File: src/pll_ctl_pkg.sv
/*
  Shared constants for the synthesizer control section: latch layout,
  select codes, lock thresholds, monitor modes and host register map.
  Assumes a 40 MHz system clock on both ends.
*/
package pll_ctl_pkg;
  // ****************************************
  // Latch layout
  // ****************************************
  localparam int          LATCH_W        = 24;
  localparam logic [1:0]  SEL_REF        = 2'h0;
  localparam logic [1:0]  SEL_FB         = 2'h1;
  localparam logic [1:0]  SEL_FN         = 2'h2;
  localparam int          SEL_LSB        = 0;
  localparam int          REF_DIV_LSB    = 2;
  localparam int          REF_DIV_MSB    = 15;
  localparam int          BACKLASH_LSB   = 16;
  localparam int          BACKLASH_MSB   = 17;
  localparam logic [1:0]  BACKLASH_REQ   = 2'h2;
  localparam int          SWALLOW_LSB    = 2;
  localparam int          SWALLOW_MSB    = 7;
  localparam int          MAIN_DIV_LSB   = 8;
  localparam int          MAIN_DIV_MSB   = 20;
  localparam int          LOCK_PREC_BIT  = 22;
  localparam int          COUNTER_CLEAR_BIT = 2;
  localparam int          POWERDOWN_BIT  = 3;
  localparam int          MON_SEL_LSB    = 4;
  localparam int          MON_SEL_MSB    = 6;
  localparam logic [23:0] LATCH_RESET    = 24'h000000;
  localparam logic [23:0] REF_KEEP_MASK  = 24'h03ffff;
  localparam logic [23:0] FB_KEEP_MASK   = 24'h5fffff;
  // ****************************************
  // Lock detection
  // ****************************************
  localparam int          ERR_W          = 8;
  localparam logic [7:0]  LOCK_WIDE_NS   = 8'h0a;
  localparam logic [7:0]  LOCK_FINE_NS   = 8'h03;
  localparam logic [7:0]  UNLOCK_NS      = 8'h19;
  localparam logic [2:0]  LOCK_CYCLES    = 3'h5;
  // Monitor select codes
  localparam logic [2:0]  MON_OFF        = 3'h0;
  localparam logic [2:0]  MON_DIG_LOCK   = 3'h1;
  localparam logic [2:0]  MON_FB_DIV     = 3'h2;
  localparam logic [2:0]  MON_HIGH       = 3'h3;
  localparam logic [2:0]  MON_REF_DIV    = 3'h4;
  localparam logic [2:0]  MON_ANA_LOCK   = 3'h5;
  localparam logic [2:0]  MON_SDATA      = 3'h6;
  localparam logic [2:0]  MON_LOW        = 3'h7;
  // ****************************************
  // Host timing and register map
  // ****************************************
  localparam int          CLK_MHZ        = 40;
  localparam int          SCLK_HALF_NS   = 100;
  localparam int          SCLK_HALF_CYC  = (SCLK_HALF_NS * CLK_MHZ + 999) / 1000;
  localparam logic [7:0]  OFF_WORD       = 8'h00;
  localparam logic [7:0]  OFF_STATUS     = 8'h04;
  localparam logic [7:0]  OFF_IRQ_STATUS = 8'h08;
  localparam logic [7:0]  OFF_IRQ_MASK   = 8'h0c;
  localparam int          IRQ_W          = 3;
  localparam int          IRQ_DONE       = 0;
  localparam int          IRQ_MON_RISE   = 1;
  localparam int          IRQ_MON_FALL   = 2;
endpackage

File: src/serial_link_if.sv
/*
  Three-wire programming link plus the monitor pin.
  Assumes a pull-up on the monitor wire; the device drives it high or low while its enable is low.
*/
`timescale 1ns/1ps
interface serial_link_if;
  logic sclk;
  logic sdata;
  logic loadStrobe;
  logic monitorOut;
  logic monitorOeN;
  logic monitorLevel;

  // Pull-up wins whenever the device releases the pin
  assign monitorLevel = monitorOeN ? 1'b1 : monitorOut;

  modport host (
    output sclk,
    output sdata,
    output loadStrobe,
    input  monitorLevel
  );
  modport device (
    input  sclk,
    input  sdata,
    input  loadStrobe,
    output monitorOut,
    output monitorOeN
  );
endinterface
File: src/pin_sync.sv
/*
  Three-flop synchroniser with agreement filter and rise detect.
  Assumes asynchronous inputs; the first flop feeds only the second.
*/
`timescale 1ns/1ps
module pin_sync #(
  parameter int               WIDTH      = 1,
  parameter logic [WIDTH-1:0] IDLE_LEVEL = '0
) (
  input  wire logic             clk,
  input  wire logic             rst,
  input  wire logic             clkEn,
  input  wire logic [WIDTH-1:0] pinIn,
  output logic      [WIDTH-1:0] level,
  output logic      [WIDTH-1:0] rise
);
  logic [WIDTH-1:0] stage1;
  logic [WIDTH-1:0] stage2;
  logic [WIDTH-1:0] stage3;
  logic [WIDTH-1:0] next_level;

  initial begin
    if (WIDTH < 1) $error("pin_sync: WIDTH must be at least 1");
  end

  // A change counts only once stages two and three agree
  assign next_level = (stage2 & stage3) | (level & (stage2 | stage3));

  always_ff @(posedge clk) begin
    if (rst) begin
      // Starting at the idle level keeps a false edge out of reset
      stage1 <= IDLE_LEVEL;
      stage2 <= IDLE_LEVEL;
      stage3 <= IDLE_LEVEL;
      level  <= IDLE_LEVEL;
      rise   <= '0;
    end else if (clkEn) begin
      stage1 <= pinIn;
      stage2 <= stage1;
      stage3 <= stage2;
      level  <= next_level;
      rise   <= next_level & ~level;
    end
  end
endmodule

File: src/pll_serial_device.sv
/*
  Digital control section of an integer-N synthesizer: 24-bit serial
  input register, three latches, power-down and counter reset, digital
  and analog lock detect and the monitor pin selector.
  Assumes phase detector strobes and divider outputs come from logic on
  clk; the link pins and chip enable are asynchronous.
*/
// Functional notes
// Host sets backlash width bits to 10
// Monitor pin follows three monitor select bits
// Coarse precision: five cycles under 10 ns
// Fine precision: five cycles under 3 ns
// Lock drops on any error over 25 ns
// Analog lock: open drain, brief low pulses
// MSB first, one bit per sclk rise
// Load strobe rise copies word into latch
// Latch select is word bits one, zero
// 00 reference, 01 counters, 10 function
// Reference divide in bits 15..2
// Swallow, main divide, precision bit positions
// Unaddressed latches keep their contents
// Counter clear bit holds counters reset
// Soft powerdown or chip enable low
`timescale 1ns/1ps
module pll_serial_device (
  input  wire logic                                clk,
  input  wire logic                                rst,
  input  wire logic                                clkEn,
  input  wire logic                                chipEnable,
  input  wire logic                                pdCycle,
  input  wire logic [pll_ctl_pkg::ERR_W-1:0]       phaseErrNs,
  input  wire logic                                pumpActive,
  input  wire logic                                refDivOut,
  input  wire logic                                fbDivOut,
  output logic      [pll_ctl_pkg::LATCH_W-1:0]     refLatch,
  output logic      [pll_ctl_pkg::LATCH_W-1:0]     fbLatch,
  output logic      [pll_ctl_pkg::LATCH_W-1:0]     fnLatch,
  output logic                                     counterReset,
  output logic                                     powerDown,
  output logic                                     lockDetect,
  serial_link_if.device                            link
);
  import pll_ctl_pkg::*;

  typedef enum logic [1:0] {
    L_HUNT   = 2'b01,
    L_LOCKED = 2'b10
  } lock_state_e;

  logic [3:0]         pinLevel;
  logic [3:0]         pinRise;
  logic               sclkRise;
  logic               sdataLevel;
  logic               loadRise;
  logic               ceLevel;
  logic [LATCH_W-1:0] shiftReg;
  logic               next_powerDown;
  logic               next_counterReset;
  lock_state_e        lockState;
  logic [2:0]         goodCycles;
  logic [ERR_W-1:0]   lockLimit;
  logic [2:0]         monSel;

  // Strict compare used for both lock entry thresholds
  function automatic logic below(input logic [ERR_W-1:0] err, input logic [ERR_W-1:0] lim);
    return err < lim;
  endfunction

  // ****************************************
  // Pin synchronisers
  // ****************************************
  pin_sync #(.WIDTH(4)) pinSync (
    .clk   (clk),
    .rst   (rst),
    .clkEn (clkEn),
    .pinIn ({chipEnable, link.loadStrobe, link.sdata, link.sclk}),
    .level (pinLevel),
    .rise  (pinRise)
  );

  // Data travels the same three flops as its clock, so it is aligned with the edge
  assign sclkRise   = pinRise[0];
  assign sdataLevel = pinLevel[1];
  assign loadRise   = pinRise[2];
  assign ceLevel    = pinLevel[3];

  // ****************************************
  // Input shift register
  // ****************************************
  always_ff @(posedge clk) begin
    if (rst) begin
      shiftReg <= LATCH_RESET;
    end else if (clkEn && sclkRise) begin
      shiftReg <= {shiftReg[LATCH_W-2:0], sdataLevel};
    end
  end

  // ****************************************
  // Latches
  // ****************************************
  // Select code 11 addresses nothing and is dropped without effect
  always_ff @(posedge clk) begin
    if (rst) begin
      refLatch <= LATCH_RESET;
      fbLatch  <= LATCH_RESET;
      fnLatch  <= LATCH_RESET;
    end else if (clkEn && loadRise) begin
      if (shiftReg[SEL_LSB+1:SEL_LSB] == SEL_REF) refLatch <= shiftReg;
      else if (shiftReg[SEL_LSB+1:SEL_LSB] == SEL_FB) fbLatch <= shiftReg;
      else if (shiftReg[SEL_LSB+1:SEL_LSB] == SEL_FN) fnLatch <= shiftReg;
    end
  end

  // ****************************************
  // Power-down and counter reset
  // ****************************************
  // Counter clear is only a level here; the counters sit outside
  assign next_powerDown    = fnLatch[POWERDOWN_BIT] | ~ceLevel;
  assign next_counterReset = fnLatch[COUNTER_CLEAR_BIT] | next_powerDown;

  always_ff @(posedge clk) begin
    if (rst) begin
      powerDown    <= 1'b1;
      counterReset <= 1'b1;
    end else if (clkEn) begin
      powerDown    <= next_powerDown;
      counterReset <= next_counterReset;
    end
  end

  // ****************************************
  // Digital lock detect
  // ****************************************
  // Precision bit lives in the counter latch
  assign lockLimit = fbLatch[LOCK_PREC_BIT] ? LOCK_FINE_NS : LOCK_WIDE_NS;

  always_ff @(posedge clk) begin
    if (rst) begin
      lockState  <= L_HUNT;
      goodCycles <= 3'h0;
      lockDetect <= 1'b0;
    end else if (clkEn) begin
      // Power-down clears lock detect at once, not at the next strobe
      if (next_powerDown) begin
        lockState  <= L_HUNT;
        goodCycles <= 3'h0;
        lockDetect <= 1'b0;
      end else if (pdCycle) begin
        case (lockState)
          L_HUNT: begin
            if (!below(phaseErrNs, lockLimit)) begin
              goodCycles <= 3'h0;
            end else if (goodCycles == LOCK_CYCLES - 3'h1) begin
              goodCycles <= 3'h0;
              lockState  <= L_LOCKED;
              lockDetect <= 1'b1;
            end else begin
              goodCycles <= goodCycles + 3'h1;
            end
          end
          L_LOCKED: begin
            if (phaseErrNs > UNLOCK_NS) begin
              lockState  <= L_HUNT;
              lockDetect <= 1'b0;
            end
          end
          default: lockState <= L_HUNT;
        endcase
      end
    end
  end

  // ****************************************
  // Monitor pin
  // ****************************************
  assign monSel = fnLatch[MON_SEL_MSB:MON_SEL_LSB];

  // Push-pull sources drive with the enable low; off and analog modes release the pin
  always_ff @(posedge clk) begin
    if (rst) begin
      link.monitorOut <= 1'b0;
      link.monitorOeN <= 1'b1;
    end else if (clkEn) begin
      link.monitorOeN <= 1'b0;
      case (monSel)
        MON_OFF: begin
          link.monitorOut <= 1'b0;
          link.monitorOeN <= 1'b1;
        end
        MON_DIG_LOCK: link.monitorOut <= lockDetect;
        MON_FB_DIV:   link.monitorOut <= fbDivOut;
        MON_HIGH:     link.monitorOut <= 1'b1;
        MON_REF_DIV:  link.monitorOut <= refDivOut;
        MON_ANA_LOCK: begin
          // Pulls low only while the pump fires, which is brief once locked
          link.monitorOut <= 1'b0;
          link.monitorOeN <= ~(pumpActive & ~next_powerDown);
        end
        MON_SDATA:    link.monitorOut <= sdataLevel;
        MON_LOW:      link.monitorOut <= 1'b0;
        default:      link.monitorOut <= 1'b0;
      endcase
    end
  end
endmodule

File: src/flat_wrapper.sv
// flat-port wrapper written by rule: the top's interface ports become plain ports
module pll_serial_device_flat import pll_ctl_pkg::*;
  (clk, rst, clkEn, chipEnable, pdCycle, phaseErrNs, pumpActive, refDivOut, fbDivOut, refLatch, fbLatch, fnLatch, counterReset, powerDown, lockDetect, link_sclk, link_sdata, link_loadStrobe, link_monitorOut, link_monitorOeN);
  serial_link_if link_i ();
  input  wire logic clk;
  input  wire logic rst;
  input  wire logic clkEn;
  input  wire logic chipEnable;
  input  wire logic pdCycle;
  input  wire logic [pll_ctl_pkg::ERR_W-1:0] phaseErrNs;
  input  wire logic pumpActive;
  input  wire logic refDivOut;
  input  wire logic fbDivOut;
  output logic      [pll_ctl_pkg::LATCH_W-1:0] refLatch;
  output logic      [pll_ctl_pkg::LATCH_W-1:0] fbLatch;
  output logic      [pll_ctl_pkg::LATCH_W-1:0] fnLatch;
  output logic counterReset;
  output logic powerDown;
  output logic lockDetect;
  input wire logic [$bits(link_i.sclk)-1:0] link_sclk;
  input wire logic [$bits(link_i.sdata)-1:0] link_sdata;
  input wire logic [$bits(link_i.loadStrobe)-1:0] link_loadStrobe;
  output wire logic [$bits(link_i.monitorOut)-1:0] link_monitorOut;
  output wire logic [$bits(link_i.monitorOeN)-1:0] link_monitorOeN;
  assign link_i.sclk = link_sclk;
  assign link_i.sdata = link_sdata;
  assign link_i.loadStrobe = link_loadStrobe;
  assign link_monitorOut = link_i.monitorOut;
  assign link_monitorOeN = link_i.monitorOeN;
  pll_serial_device u_core (.clk(clk), .rst(rst), .clkEn(clkEn), .chipEnable(chipEnable), .pdCycle(pdCycle), .phaseErrNs(phaseErrNs), .pumpActive(pumpActive), .refDivOut(refDivOut), .fbDivOut(fbDivOut), .refLatch(refLatch), .fbLatch(fbLatch), .fnLatch(fnLatch), .counterReset(counterReset), .powerDown(powerDown), .lockDetect(lockDetect), .link(link_i));
endmodule
File: config.mk
export PLATFORM = sky130hd
export DESIGN_NAME = pll_serial_device_flat
export DESIGN_NICKNAME = d
export VERILOG_FILES = /design/src/pll_ctl_pkg.sv /design/src/serial_link_if.sv /design/src/pin_sync.sv /design/src/pll_serial_device.sv /design/src/flat_wrapper.sv
export SDC_FILE = /design/constraint.sdc
export NUM_CORES = 1
export LEC_CHECK = 0
export BUFFER_PORTS_ARGS = -buffer_cell sky130_fd_sc_hd__clkbuf_2
export CORE_MARGIN = 5
export CORE_UTILIZATION = 28
export CTS_CLUSTER_DIAMETER = 150
export DETAILED_ROUTE_END_ITERATION = 16
export PLACE_DENSITY = 0.51
export SYNTH_ARGS = -nofsm -noshare
export SYNTH_HDL_FRONTEND = slang
export SYNTH_HIERARCHICAL = 1
export SYNTH_SLANG_ARGS = --single-unit
File: constraint.sdc
create_clock -name clk -period 2.1 [get_ports clk]
set_clock_uncertainty 0.1 [all_clocks]
set_input_delay 0.21 -clock clk [delete_from_list [all_inputs] [get_ports clk]]
set_output_delay 0.21 -clock clk [all_outputs]
set_load 0.05 [all_outputs]
==> impl_metrics.json <==
{
  "status": "finished clean",
  "syn_avg_cell_area_um2": 8.44,
  "synth_nets": 583,
  "rr_endpoint": "u_core/refLatch[12]",
  "rows": 47,
  "grt_start_max_net_pins": 51,
  "fin_crit_sh": 0.816,
  "yosysWarnings": 6,
  "dp_hpwl_mm": 8.60,
  "cts_tree": "built",
  "ios": 96,
  "n_antenna_cell": 0,
  "port-buffer-count": 95,
  "htree_levels": 4,
  "pre_cts_ws_ps": 373,
  "cap_violations": 0,
  "die_x_um": 140,
  "core_area_mm2": 0.0166,
  "tightest_slew_ps": 803,
  "final_hold_viol_count": 0,
  "worstReg2RegStart": "u_core/pinSync/rise[2]",
  "fin_hold_ws_ps": 47.8,
  "worstSetupPathType": "flop to flop",
  "clk_path_buf_depth": 2,
  "cts-buffers-inserted": 17,
  "gp_congestion": 0.796,
  "gr-total-overflow": 0,
  "final_cell_mix": "nand2_1 (186), dfxtp_1 (124), a21oi_1 (101), clkbuf_2 (94), nor2_1 (23)",
  "crit_path_end_kind": "flop",
  "drt.antenna.violating_nets": 0,
  "worstHoldEndpoint": "u_core/pinSync/stage1[1]",
  "dr.pass1.iters": 7,
  "area_growth_pct": 28.5,
  "netlist_area_mm2": 0.00474,
  "drt_iter0_drc": 174,
  "syn-instance-count": 561,
  "hold_path_class": "input port to flop",
  "insertion_delay_ps": 410,
  "worst_ep_required_time_ps": 2290,
  "die_h_um": 140,
  "holdPathStages": 2,
  "post-cts-setup-buffer-count": 0,
  "setup_ws_ps": 387,
  "post-route-min-period_ps": 1710,
  "drt-total-wl_mm": 12.2,
  "fin_util": 0.367,
  "cts_root_buf": "clkbuf_16",
  "grt_pass1_wl_mm": 19.9,
  "fin_tns_setup_ps": 0,
  "final_area_mm2": 0.00609,
  "cp_max_fo": 22,
  "routed-via-count": 4096,
  "remaining_drc_errors": 0,
  "powerDensity_mw_per_mm2": 923,
  "antenna_found_initial": 0,
  "start_kind": "flop",
  "nets": 680,
  "finalSetupViolCount": 0,
  "rsz0062_at_grt": "no",
  "start_util": 0.286,
  "dieArea_mm2": 0.0196,
  "vias_per_cell": 4.60,
  "final-max-slew-violation-count": 0,
  "rr_worst_depth": 4,
  "relSlewSlack": 0.465,
  "max_clock_freq_ghz": 0.584,
  "static-leakage-power_uw": 0.00226,
  "final_common_cell": "nand2_1",
  "clkTransAtPathRegs_ps": 60,
  "irDropWorstVdd_mv": 0.551,
  "clock-sinks": 124,
  "place_area_mm2": 0.00541,
  "grt_usage": 0.127,
  "wire_per_inst_um": 13.7,
  "min_from": "rst",
  "grt_pass1_vias": 3775,
  "critPathArrivalTime_ps": 1900,
  "drive_gt1_frac": 0.225,
  "reg2reg_slack_ps": 390
}
layer usage:
layer	share of wire	global-route usage
met1	0.45	0.161
met2	0.46	0.198
met3	0.081	0.0474
met4	0.013	0.0444
met5	0	0
worst max path at each step:
stage | slack (ps) | depth (start not counted) | startpoint | end
after floorplan | 390 | 4 | u_core/fnLatch[3] | u_core/lockState[0]
after global placement | 450 | 4 | u_core/pinSync/rise[2] | u_core/refLatch[13]
after detailed placement | 370 | 3 | u_core/shiftReg[1] | u_core/refLatch[12]
after CTS | 350 | 3 | u_core/shiftReg[1] | u_core/refLatch[12]
after global routing | 200 | 3 | u_core/shiftReg[1] | u_core/refLatch[12]
final | 390 | 4 | u_core/pinSync/rise[2] | u_core/refLatch[12]
through the flow:
step           total power (µW)  instances
6_report                   5620        891
5_1_grt                    5820        891
4_1_cts                    5700        891
3_5_place_dp               2560        855
3_3_place_gp               2550        855
2_1_floorplan              2510        561
registers in the layout, indices dropped and copies added (netlist names):
register	cells
u_core/link.monitorOeN	1
u_core/link.monitorOut	1
u_core/pinSync/stage1	4
u_core/goodCycles	3
u_core/pinSync/stage2	4
u_core/lockState	2
u_core/shiftReg	24
u_core/lockDetect	1
u_core/powerDown	1
u_core/fnLatch	24
u_core/pinSync/stage3	4
u_core/pinSync/rise	2
u_core/refLatch	24
u_core/pinSync/level	4
u_core/fbLatch	24
u_core/counterReset	1
critical path, cell delays in order, from the launching register on:
cell,delay [ps]
dfxtp_1,390
nand2_2,150
or3_1,680
nand2_1,180
a21oi_1,80
layout make-up:
| cell class | instances | area [µm²] |
|---|---|---|
| fillers | 1720 | 10500 |
| flip-flops and latches | 124 | 2480 |
| multi-input cells | 391 | 2000 |
| repair buffers | 114 | 656 |
| clock buffers | 19 | 443 |
| well taps | 220 | 275 |
| clock inverters | 13 | 191 |
| inverters | 10 | 37.5 |
power by group:
| group | internal (µW) | switching [µW] |
|---|---|---|
| combinational | 52.2 | 84.8 |
| sequential | 2360 | 7.67 |
| clock | 2020 | 1080 |
timing repair:
action,CTS,global route
hold endpoints to repair,4,0
resized for setup,0,0
hold buffers,4,0
Note: power is estimated with default switching activity, not from simulation.
